`config.mk`:
```
export PLATFORM = sky130hd
export DESIGN_NAME = fcm_ru_mapper_flat
export DESIGN_NICKNAME = d
export VERILOG_FILES = /design/src/rtl/fcm_pkg.sv /design/src/rtl/fcm_link_if.sv /design/src/rtl/fcm_ru_mapper.sv /design/src/flat_wrapper.sv
export SDC_FILE = /design/constraint.sdc
export NUM_CORES = 2
export LEC_CHECK = 0
export BUFFER_PORTS_ARGS = -buffer_cell sky130_fd_sc_hd__buf_2
export CORE_UTILIZATION = 35
export DETAILED_ROUTE_END_ITERATION = 6
export RECOVER_POWER = 50
export SYNTH_ARGS = -nofsm -noshare
export SYNTH_HDL_FRONTEND = slang
export SYNTH_SLANG_ARGS = --single-unit
```
`constraint.sdc`:
```
create_clock -name clk -period 4.5 [get_ports clk]
set_input_delay 1.125 -clock clk [delete_from_list [all_inputs] [get_ports clk]]
set_output_delay 1.125 -clock clk [all_outputs]
set_load 0.01 [all_outputs]
```
`src/rtl/fcm_pkg.sv`:
```
// Purpose: shared constants and types for the control-plane symbol/frequency mapper link
// Assumes: one 20 MHz clock, both ends in one clock domain
// Notes: message fields travel as one parsed header word per message
package fcm_pkg;
	// ==========================================
	// encapsulation and message kinds
	localparam logic [0:0] ENC_ECPRI        = 1'h0;
	localparam logic [0:0] ENC_RADIO_OVER_E = 1'h1;
	localparam logic [0:0] DIR_UL           = 1'h0;
	localparam logic [0:0] DIR_DL           = 1'h1;
	localparam logic [3:0] SCS_1K25         = 4'hC;
	localparam logic [3:0] SCS_15K          = 4'h0;
	localparam logic [31:0] SCS_HZ_15K      = 32'h0000_3A98;
	localparam logic [31:0] SCS_HZ_1K25     = 32'h0000_04E2;
	// ==========================================
	// symbol mapping
	localparam logic [3:0] NR_LAST_SYM_NCP  = 4'hD;
	localparam logic [3:0] NR_LAST_SYM_ECP  = 4'hB;
	localparam logic [3:0] LEG_ODD_OFS_NCP  = 4'h7;
	localparam logic [3:0] LEG_ODD_OFS_ECP  = 4'h6;
	localparam logic [3:0] SC_PER_PRB       = 4'hC;
	// symbol durations in ns at 15 kHz, scaled down by numerology
	localparam int         SYM_NS_NCP_15K   = 71354;
	localparam int         SYM_NS_ECP_15K   = 83333;
	localparam int         SYM_NS_LEG_15K   = 71354;
	localparam int         CLK_NS           = 50;
	localparam int         SYM_CYC_NCP_15K  = SYM_NS_NCP_15K / CLK_NS;
	localparam int         SYM_CYC_ECP_15K  = SYM_NS_ECP_15K / CLK_NS;
	localparam int         SYM_CYC_LEG_15K  = SYM_NS_LEG_15K / CLK_NS;
	// ==========================================
	// apb register map of the controller
	localparam logic [7:0] REG_CTRL         = 8'h00;
	localparam logic [7:0] REG_SLOT         = 8'h04;
	localparam logic [7:0] REG_PRB          = 8'h08;
	localparam logic [7:0] REG_FREQ         = 8'h0C;
	localparam logic [7:0] REG_STATUS       = 8'h10;
	localparam logic [7:0] REG_DEADLINE     = 8'h14;
	localparam logic [31:0] REG_RESET_VAL   = 32'h0000_0000;
	localparam int          CTRL_GO_BIT     = 0;

	typedef struct packed {
		logic        enc;         // framing used
		logic        dir;         // downlink or uplink
		logic        legacy;      // legacy 4G carrier
		logic        ext_cp;      // extended cyclic prefix
		logic [3:0]  scs;         // frameStructure spacing code
		logic        ssb;         // sync-block channel
		logic [7:0]  slot;        // slot as sent
		logic [3:0]  start_sym;   // startSymbolId
		logic [9:0]  start_prbc;
		logic [9:0]  num_prbc;
		logic [23:0] freq_offset; // signed, half-spacing units
		logic [7:0]  sections;    // number of section descriptions
		logic [15:0] deadline;    // cycles left before the earliest symbol's deadline
	} fcm_msg_t;
endpackage

```
`src/rtl/fcm_link_if.sv`:
```
// Purpose: control-plane flow between distributed unit and radio unit
// Assumes: shared clk, valid/ready handshake, one message per beat
// Notes: separate from any user-plane flow
`timescale 1ns/1ps
interface fcm_link_if (input wire logic clk);
	logic              cp_valid;
	logic              cp_ready;
	logic              cp_is_user;
	fcm_pkg::fcm_msg_t cp_msg;
	modport du (output cp_valid, output cp_is_user, output cp_msg, input cp_ready);
	modport ru (input cp_valid, input cp_is_user, input cp_msg, output cp_ready);
endinterface

```
`src/rtl/fcm_ru_mapper.sv`:
```
// Purpose: radio unit end, maps control-plane symbols and frequencies
// Assumes: carrier centre and sync offset come from management inputs
// Notes: one message accepted per cycle, results registered
//        pusch spacing sets the prach guard margin of the filter
`timescale 1ns/1ps
module fcm_ru_mapper (
	input  wire logic        clk,
	input  wire logic        rst,
	fcm_link_if.ru           link,
	input  wire logic [31:0] carrier_center_hz,
	input  wire logic [23:0] ssb_freq_offset,
	input  wire logic [3:0]  pusch_scs,
	input  wire logic        late_clear,
	output logic             map_valid,
	output logic             map_dir,
	output logic [7:0]       map_slot,
	output logic [3:0]       map_symbol,
	output logic [3:0]       map_scs,
	output logic [17:0]      map_sym_cycles,
	output logic [31:0]      filter_center_hz,
	output logic [31:0]      filter_pass_hz,
	output logic [7:0]       sections_seen,
	output logic             bad_symbol,
	output logic             late_flag,
	output logic [15:0]      late_count,
	output logic             user_dropped
);
	// ==========================================
	// registered state and working signals
	typedef struct packed {
		logic        valid;
		logic        dir;
		logic [7:0]  slot;
		logic [3:0]  sym;
		logic [3:0]  scs;
		logic [17:0] cyc;
		logic [31:0] fc;
		logic [31:0] pass;
		logic [7:0]  secs;
		logic        bad;
		logic        late;
		logic [15:0] lcnt;
		logic        udrop;
	} fcm_ru_t;
	fcm_ru_t            s_q;
	fcm_ru_t            s_d;
	fcm_pkg::fcm_msg_t  m;
	logic               take;
	logic [3:0]         eff_scs;
	logic [3:0]         last_sym;
	logic [31:0]        sc_hz;
	logic [31:0]        half_hz;
	logic signed [47:0] ofs_hz;
	logic [31:0]        prb_hz;
	logic [17:0]        base_cyc;
	logic [23:0]        ofs_sel;
	logic [31:0]        ofs_term;
	logic [31:0]        start_term;
	logic [31:0]        span_hz;
	logic [31:0]        pusch_hz;
	logic [31:0]        guard_hz;
	logic               prach;
	logic [7:0]         mapped_slot;
	logic [3:0]         mapped_sym;
	logic               user_beat;
	logic               late_now;
	assign m    = link.cp_msg;
	assign link.cp_ready = 1'b1;
	// ==========================================
	// flow separation
	// a user beat here means the flows were mixed upstream; it is dropped, never mapped
	assign user_beat = link.cp_valid && link.cp_is_user;
	// both framings accepted, user-plane beats never enter mapping
	assign take      = link.cp_valid && !link.cp_is_user;
	// lead time used up at arrival means the message is late
	assign late_now  = take && (m.deadline == 16'h0000);
	// ==========================================
	// spacing and frequency arithmetic
	always_comb
	begin
		// sub-15 kHz prach spacing still counts symbols at 15 kHz
		eff_scs = (m.scs == fcm_pkg::SCS_1K25) ? fcm_pkg::SCS_15K : m.scs;
		case (m.scs)
			fcm_pkg::SCS_1K25: sc_hz = fcm_pkg::SCS_HZ_1K25;
			default:           sc_hz = fcm_pkg::SCS_HZ_15K << m.scs[2:0];
		endcase
		half_hz = sc_hz >> 1;
		// centre is the one reference; sync uses its own offset
		ofs_sel    = m.ssb ? ssb_freq_offset : m.freq_offset;
		ofs_hz     = $signed(ofs_sel) * $signed({1'b0, half_hz[22:0]});
		prb_hz     = sc_hz * 32'(fcm_pkg::SC_PER_PRB);
		ofs_term   = ofs_hz[31:0];
		start_term = 32'(m.start_prbc) * prb_hz;
		span_hz    = 32'(m.num_prbc) * prb_hz;
		last_sym = m.ext_cp ? fcm_pkg::NR_LAST_SYM_ECP : fcm_pkg::NR_LAST_SYM_NCP;
		if (m.legacy)
			base_cyc = 18'(fcm_pkg::SYM_CYC_LEG_15K);
		else if (m.ext_cp)
			base_cyc = 18'(fcm_pkg::SYM_CYC_ECP_15K);
		else
			base_cyc = 18'(fcm_pkg::SYM_CYC_NCP_15K);
	end
	// ==========================================
	// prach filter guard on the pusch grid
	// guard tones sit on the pusch grid, so the passband keeps one pusch tone of margin
	// at each edge: a little less rejection, but the edge tones are never clipped
	always_comb
	begin
		pusch_hz = fcm_pkg::SCS_HZ_15K << pusch_scs[2:0];
		prach    = (m.scs == fcm_pkg::SCS_1K25);
		if (prach)
			guard_hz = pusch_hz << 1;
		else
			guard_hz = 32'h0000_0000;
	end
	// ==========================================
	// symbol mapping onto the new radio slot
	// a legacy slot pair folds into one slot; the odd half lands after the even one
	always_comb
	begin
		mapped_slot = m.slot;
		mapped_sym  = m.start_sym;
		if (m.legacy)
		begin
			mapped_slot = {1'b0, m.slot[7:1]};
			if (m.slot[0] && m.ext_cp)
				mapped_sym = m.start_sym + fcm_pkg::LEG_ODD_OFS_ECP;
			else if (m.slot[0])
				mapped_sym = m.start_sym + fcm_pkg::LEG_ODD_OFS_NCP;
		end
	end
	// ==========================================
	// message capture
	always_comb
	begin
		s_d       = s_q;
		s_d.valid = 1'b0;
		s_d.udrop = user_beat;
		if (take)
		begin
			s_d.valid = 1'b1;
			s_d.dir   = m.dir;
			s_d.scs   = eff_scs;
			s_d.cyc   = base_cyc >> eff_scs[2:0];
			s_d.secs  = m.sections;
			s_d.slot  = mapped_slot;
			s_d.sym   = mapped_sym;
			s_d.bad   = m.legacy ? 1'b0 : (m.start_sym > last_sym);
			// block grid: offset locates element 0 of block 0, start counts from it;
			// the centre sits mid-span so the filter is symmetric about the blocks sent
			s_d.fc    = carrier_center_hz + ofs_term + start_term + (span_hz >> 1);
			// passband follows the count given, guard blocks included or not
			s_d.pass  = span_hz + guard_hz;
		end
		// set wins over clear
		if (late_now)
		begin
			s_d.late = 1'b1;
			s_d.lcnt = s_q.lcnt + 16'h0001;
		end
		else if (late_clear)
			s_d.late = 1'b0;
	end
	// ==========================================
	// state register
	always_ff @(posedge clk or posedge rst)
	begin
		if (rst)
			s_q <= '0;
		else
			s_q <= s_d;
	end
	// ==========================================
	// outputs
	assign map_valid        = s_q.valid;
	assign map_dir          = s_q.dir;
	assign map_slot         = s_q.slot;
	assign map_symbol       = s_q.sym;
	assign map_scs          = s_q.scs;
	assign map_sym_cycles   = s_q.cyc;
	assign filter_center_hz = s_q.fc;
	assign filter_pass_hz   = s_q.pass;
	assign sections_seen    = s_q.secs;
	assign bad_symbol       = s_q.bad;
	assign late_flag        = s_q.late;
	assign late_count       = s_q.lcnt;
	assign user_dropped     = s_q.udrop;
endmodule

```
`src/flat_wrapper.sv`:
```
// flat-port wrapper written by rule: the top's interface ports become plain ports
module fcm_ru_mapper_flat 
  (clk, rst, carrier_center_hz, ssb_freq_offset, pusch_scs, late_clear, map_valid, map_dir, map_slot, map_symbol, map_scs, map_sym_cycles, filter_center_hz, filter_pass_hz, sections_seen, bad_symbol, late_flag, late_count, user_dropped, link_cp_valid, link_cp_is_user, link_cp_msg, link_cp_ready);
  fcm_link_if link_i (.clk(clk));
  input  wire logic clk;
  input  wire logic rst;
  input  wire logic [31:0] carrier_center_hz;
  input  wire logic [23:0] ssb_freq_offset;
  input  wire logic [3:0] pusch_scs;
  input  wire logic late_clear;
  output logic map_valid;
  output logic map_dir;
  output logic [7:0] map_slot;
  output logic [3:0] map_symbol;
  output logic [3:0] map_scs;
  output logic [17:0] map_sym_cycles;
  output logic [31:0] filter_center_hz;
  output logic [31:0] filter_pass_hz;
  output logic [7:0] sections_seen;
  output logic bad_symbol;
  output logic late_flag;
  output logic [15:0] late_count;
  output logic user_dropped;
  input wire logic [$bits(link_i.cp_valid)-1:0] link_cp_valid;
  input wire logic [$bits(link_i.cp_is_user)-1:0] link_cp_is_user;
  input wire logic [$bits(link_i.cp_msg)-1:0] link_cp_msg;
  output wire logic [$bits(link_i.cp_ready)-1:0] link_cp_ready;
  assign link_i.cp_valid = link_cp_valid;
  assign link_i.cp_is_user = link_cp_is_user;
  assign link_i.cp_msg = link_cp_msg;
  assign link_cp_ready = link_i.cp_ready;
  fcm_ru_mapper u_core (.clk(clk), .rst(rst), .link(link_i), .carrier_center_hz(carrier_center_hz), .ssb_freq_offset(ssb_freq_offset), .pusch_scs(pusch_scs), .late_clear(late_clear), .map_valid(map_valid), .map_dir(map_dir), .map_slot(map_slot), .map_symbol(map_symbol), .map_scs(map_scs), .map_sym_cycles(map_sym_cycles), .filter_center_hz(filter_center_hz), .filter_pass_hz(filter_pass_hz), .sections_seen(sections_seen), .bad_symbol(bad_symbol), .late_flag(late_flag), .late_count(late_count), .user_dropped(user_dropped));
endmodule
```
==> reports/summary.txt <==
Worst R2R Start: u_core.late_count[3]$_DFFE_PP0P_
Seq/Total Area, Yosys: 8.27%
Most common cell after layout, fill and taps aside: inv_1
Max FO, Critical Path: 5
Avg Inst Size Synth: 8.81 µm²
Synth Cell Area: 35400 µm²
Core area: 100000 µm²
All-layer global routing usage: 24.1%
Final core occ: 48.2%
Post-synth top area share: 40.5%
WL met1: 51400 µm
TritonCTS clock tree: yes
Met2 wire len: 57600 µm
Sink Count: 117
Post-synth top area cell: fa_1
Num CTS Buffers: 17
Post-synth EDFFs: 0
Synth top area cells: fa_1 (41%), ha_1 (10%), inv_1 (8.5%)
Crit path largest cell delay: 560 ps
DRT iter0 DRCs: 2077
Drt drc: 4
Buffers & Inverters on Critical Path: 19
Hold path start: u_core.sections_seen[4]$_DFFE_PP0P_
Ports: 282
CTS clk-pin slew, worst paths: 80 ps
Final WL: 121000 µm
Crit. Startpoint: link_cp_msg[82]
Via/cell ratio: 4.93
Critical-path top delay cell: fa_1
Critical Path RT: 4860 ps
Maxcap violations: 2
Routed Antenna Nets: 0
Worst rel slew slack: -39.7%
Async S/R FF share, synth: 100%
Initial antenna violation count: 5
Status: finished with violations
Final hold vios: 0
Final setup margin: -8320 ps
First-pass GRT wire length: 190000 µm
Setup Skew: 16.8 ps
H-tree depth: 4
Final number of setup-violating endpoints: 54
Startpoint types: primary input
Layout Area Growth over Synthesis: 36.3%
Failing checks: design-rule violations, max-capacitance violations, max-slew violations, negative setup slack
Worst-Skew Late Latency: 460 ps
Highest metal used: met5
Placement Rows: 116
Crit Path Class: in -> reg
CP arrival: 13180 ps
Tcrit/Tclk final: 285%
Kind of cell with the highest combined delay on the critical path: adder cells
Final nets: 6155
Drt first pass iters: 7
Place WS: -9290 ps
Cells after synthesis: 4019
Total grt overflow: 0
Min-Delay Path Class: reg -> reg
Ratio of cells with drive above 1 in the final layout: 32.0%
Largest net degree at the start of global routing: 95
Number of port buffers: 268
DR WL/cell: 19.3 µm
Die Area: 102000 µm²
Root Driver: clkbuf_16
Synth warn: 0
Max Root-Sink Buffers: 2
Crit end category: flop
Die Width: 320 µm
Placer Congestion: 0.966
Worst-Margin Slew: 2100 ps
Max Slew Vio Count: 145
Commonest cells after routing, fill and taps aside: inv_1 (731), buf_4 (716), fa_1 (686), nand2_1 (602), buf_2 (242)
Fin crit period: 12820 ps
Synthesized flop and latch total: 117
Vias: 31042
Die Y: 320 µm
RSZ-0062 raised after global routing: yes
Vias in the first global route: 33172
Synth Flop Type: dfrtp_1
Wire length on met3: 8340 µm
Detailed Place HPWL: 101000 µm
Initial cell density of the core: 35.4%
Number of hold buffers added after CTS: 0
Max Clk Rate: 78.0 MHz
Post-synthesis cell type count: 85
==> kinds of logic after synthesis <==
kind of cell | Yosys count | share of synthesized area [%]
XOR/XNOR | 164 | 4.24
AO/OA/AOI/OAI | 419 | 7.74
AND/OR/NAND/NOR | 1251 | 16.2
buffers and inverters | 992 | 10.7
other | 2 | 0.0212
flip-flops | 117 | 8.27
multiplexers | 60 | 1.78
adder cells (fa/ha/maj) | 1014 | 51.0
==> cell usage after synthesis, drive strengths merged (8+ instances only) <==
library cell and number:
a211oi 19, a21boi 8, a21o 53, a21oi 90, a31oi 19, and2 210, and3 33, buf 34
clkbuf 153, dfrtp 117, fa 717, ha 297, inv 804, mux2 25, mux2i 35, nand2 625
nand2b 34, nand3 29, nand4 15, nor2 204, nor2b 20, nor3 32, nor3b 8, nor4 11
o21a 21, o21ai 125, o21bai 13, o31ai 15, xnor2 113, xor2 47
==> worst min-delay path, stage by stage (launching register included) <==
cell     delay (ps)
dfrtp_1         330
nand2_1          50
nand2_1          50
==> sequential cells by signal, summed over array words and instances, names as in the netlist <==
name                     count
u_core.filter_center_hz     32
u_core.map_sym_cycles       11
u_core.sections_seen         8
u_core.late_count           16
u_core.filter_pass_hz       29
u_core.bad_symbol            1
u_core.map_symbol            4
u_core.map_scs               4
u_core.map_dir               1
u_core.user_dropped          1
u_core.map_slot              8
u_core.late_flag             1
u_core.map_valid             1
==> worst paths after layout <==
check	to	slack, ps	cells past startpoint
hold reg to reg	u_core.sections_seen[4]$_DFFE_PP0P_	470	2
max in group asynchronous	u_core.map_slot[2]$_DFFE_PP0P_	1530	3
hold / removal	u_core.sections_seen[4]$_DFFE_PP0P_	470	2
setup reg to reg	u_core.late_count[15]$_DFFE_PP0P_	2950	5
min in group asynchronous	u_core.map_scs[1]$_DFFE_PP0P_	1310	2
setup / recovery	u_core.filter_center_hz[31]$_DFFE_PP0P_	-8320	55
==> cell type report <==
class | count | area, µm²
Fill cell | 9317 | 51900
Sequential cell | 117 | 2930
Clock inverter | 9 | 85.1
Antenna cell | 3 | 7.51
Tap cell | 1298 | 1620
Multi-Input combinational cell | 2919 | 31600
Clock buffer | 19 | 443
Timing Repair Buffer | 1127 | 8530
Inverter | 805 | 3060
==> routing by layer <==
layer / vias to the layer above / global-route usage (%)
met5: - / 0
met4: 6 / 6.83
met3: 177 / 3.01
met2: 1025 / 40.7
met1: 15640 / 32.4
li1: 14194 / -
==> metrics by stage <==
step	std cells	TNS (ps)	hold WS [ps]	cell area [µm²]
3_3_place_gp	6134	-317340	452	44000
5_1_grt	6294	-292710	494	48300
2_1_floorplan	4028	-268560	507	36300
4_1_cts	6262	-267110	471	47400
6_report	6297	-278260	469	48300
3_5_place_dp	6134	-322330	457	44000
==> what timing repair did <==
action / 4_1_cts / 5_1_grt
setup buffers: 117 / 38
pin swaps: 291 / 201
endpoints found under the setup margin: 55 / 55
gates cloned: 1 / 1
resized for setup: 428 / 189
Power is left out: the tool's default activity adds up to more than one toggle a clock period on the data nets, which glitch-free logic cannot reach.
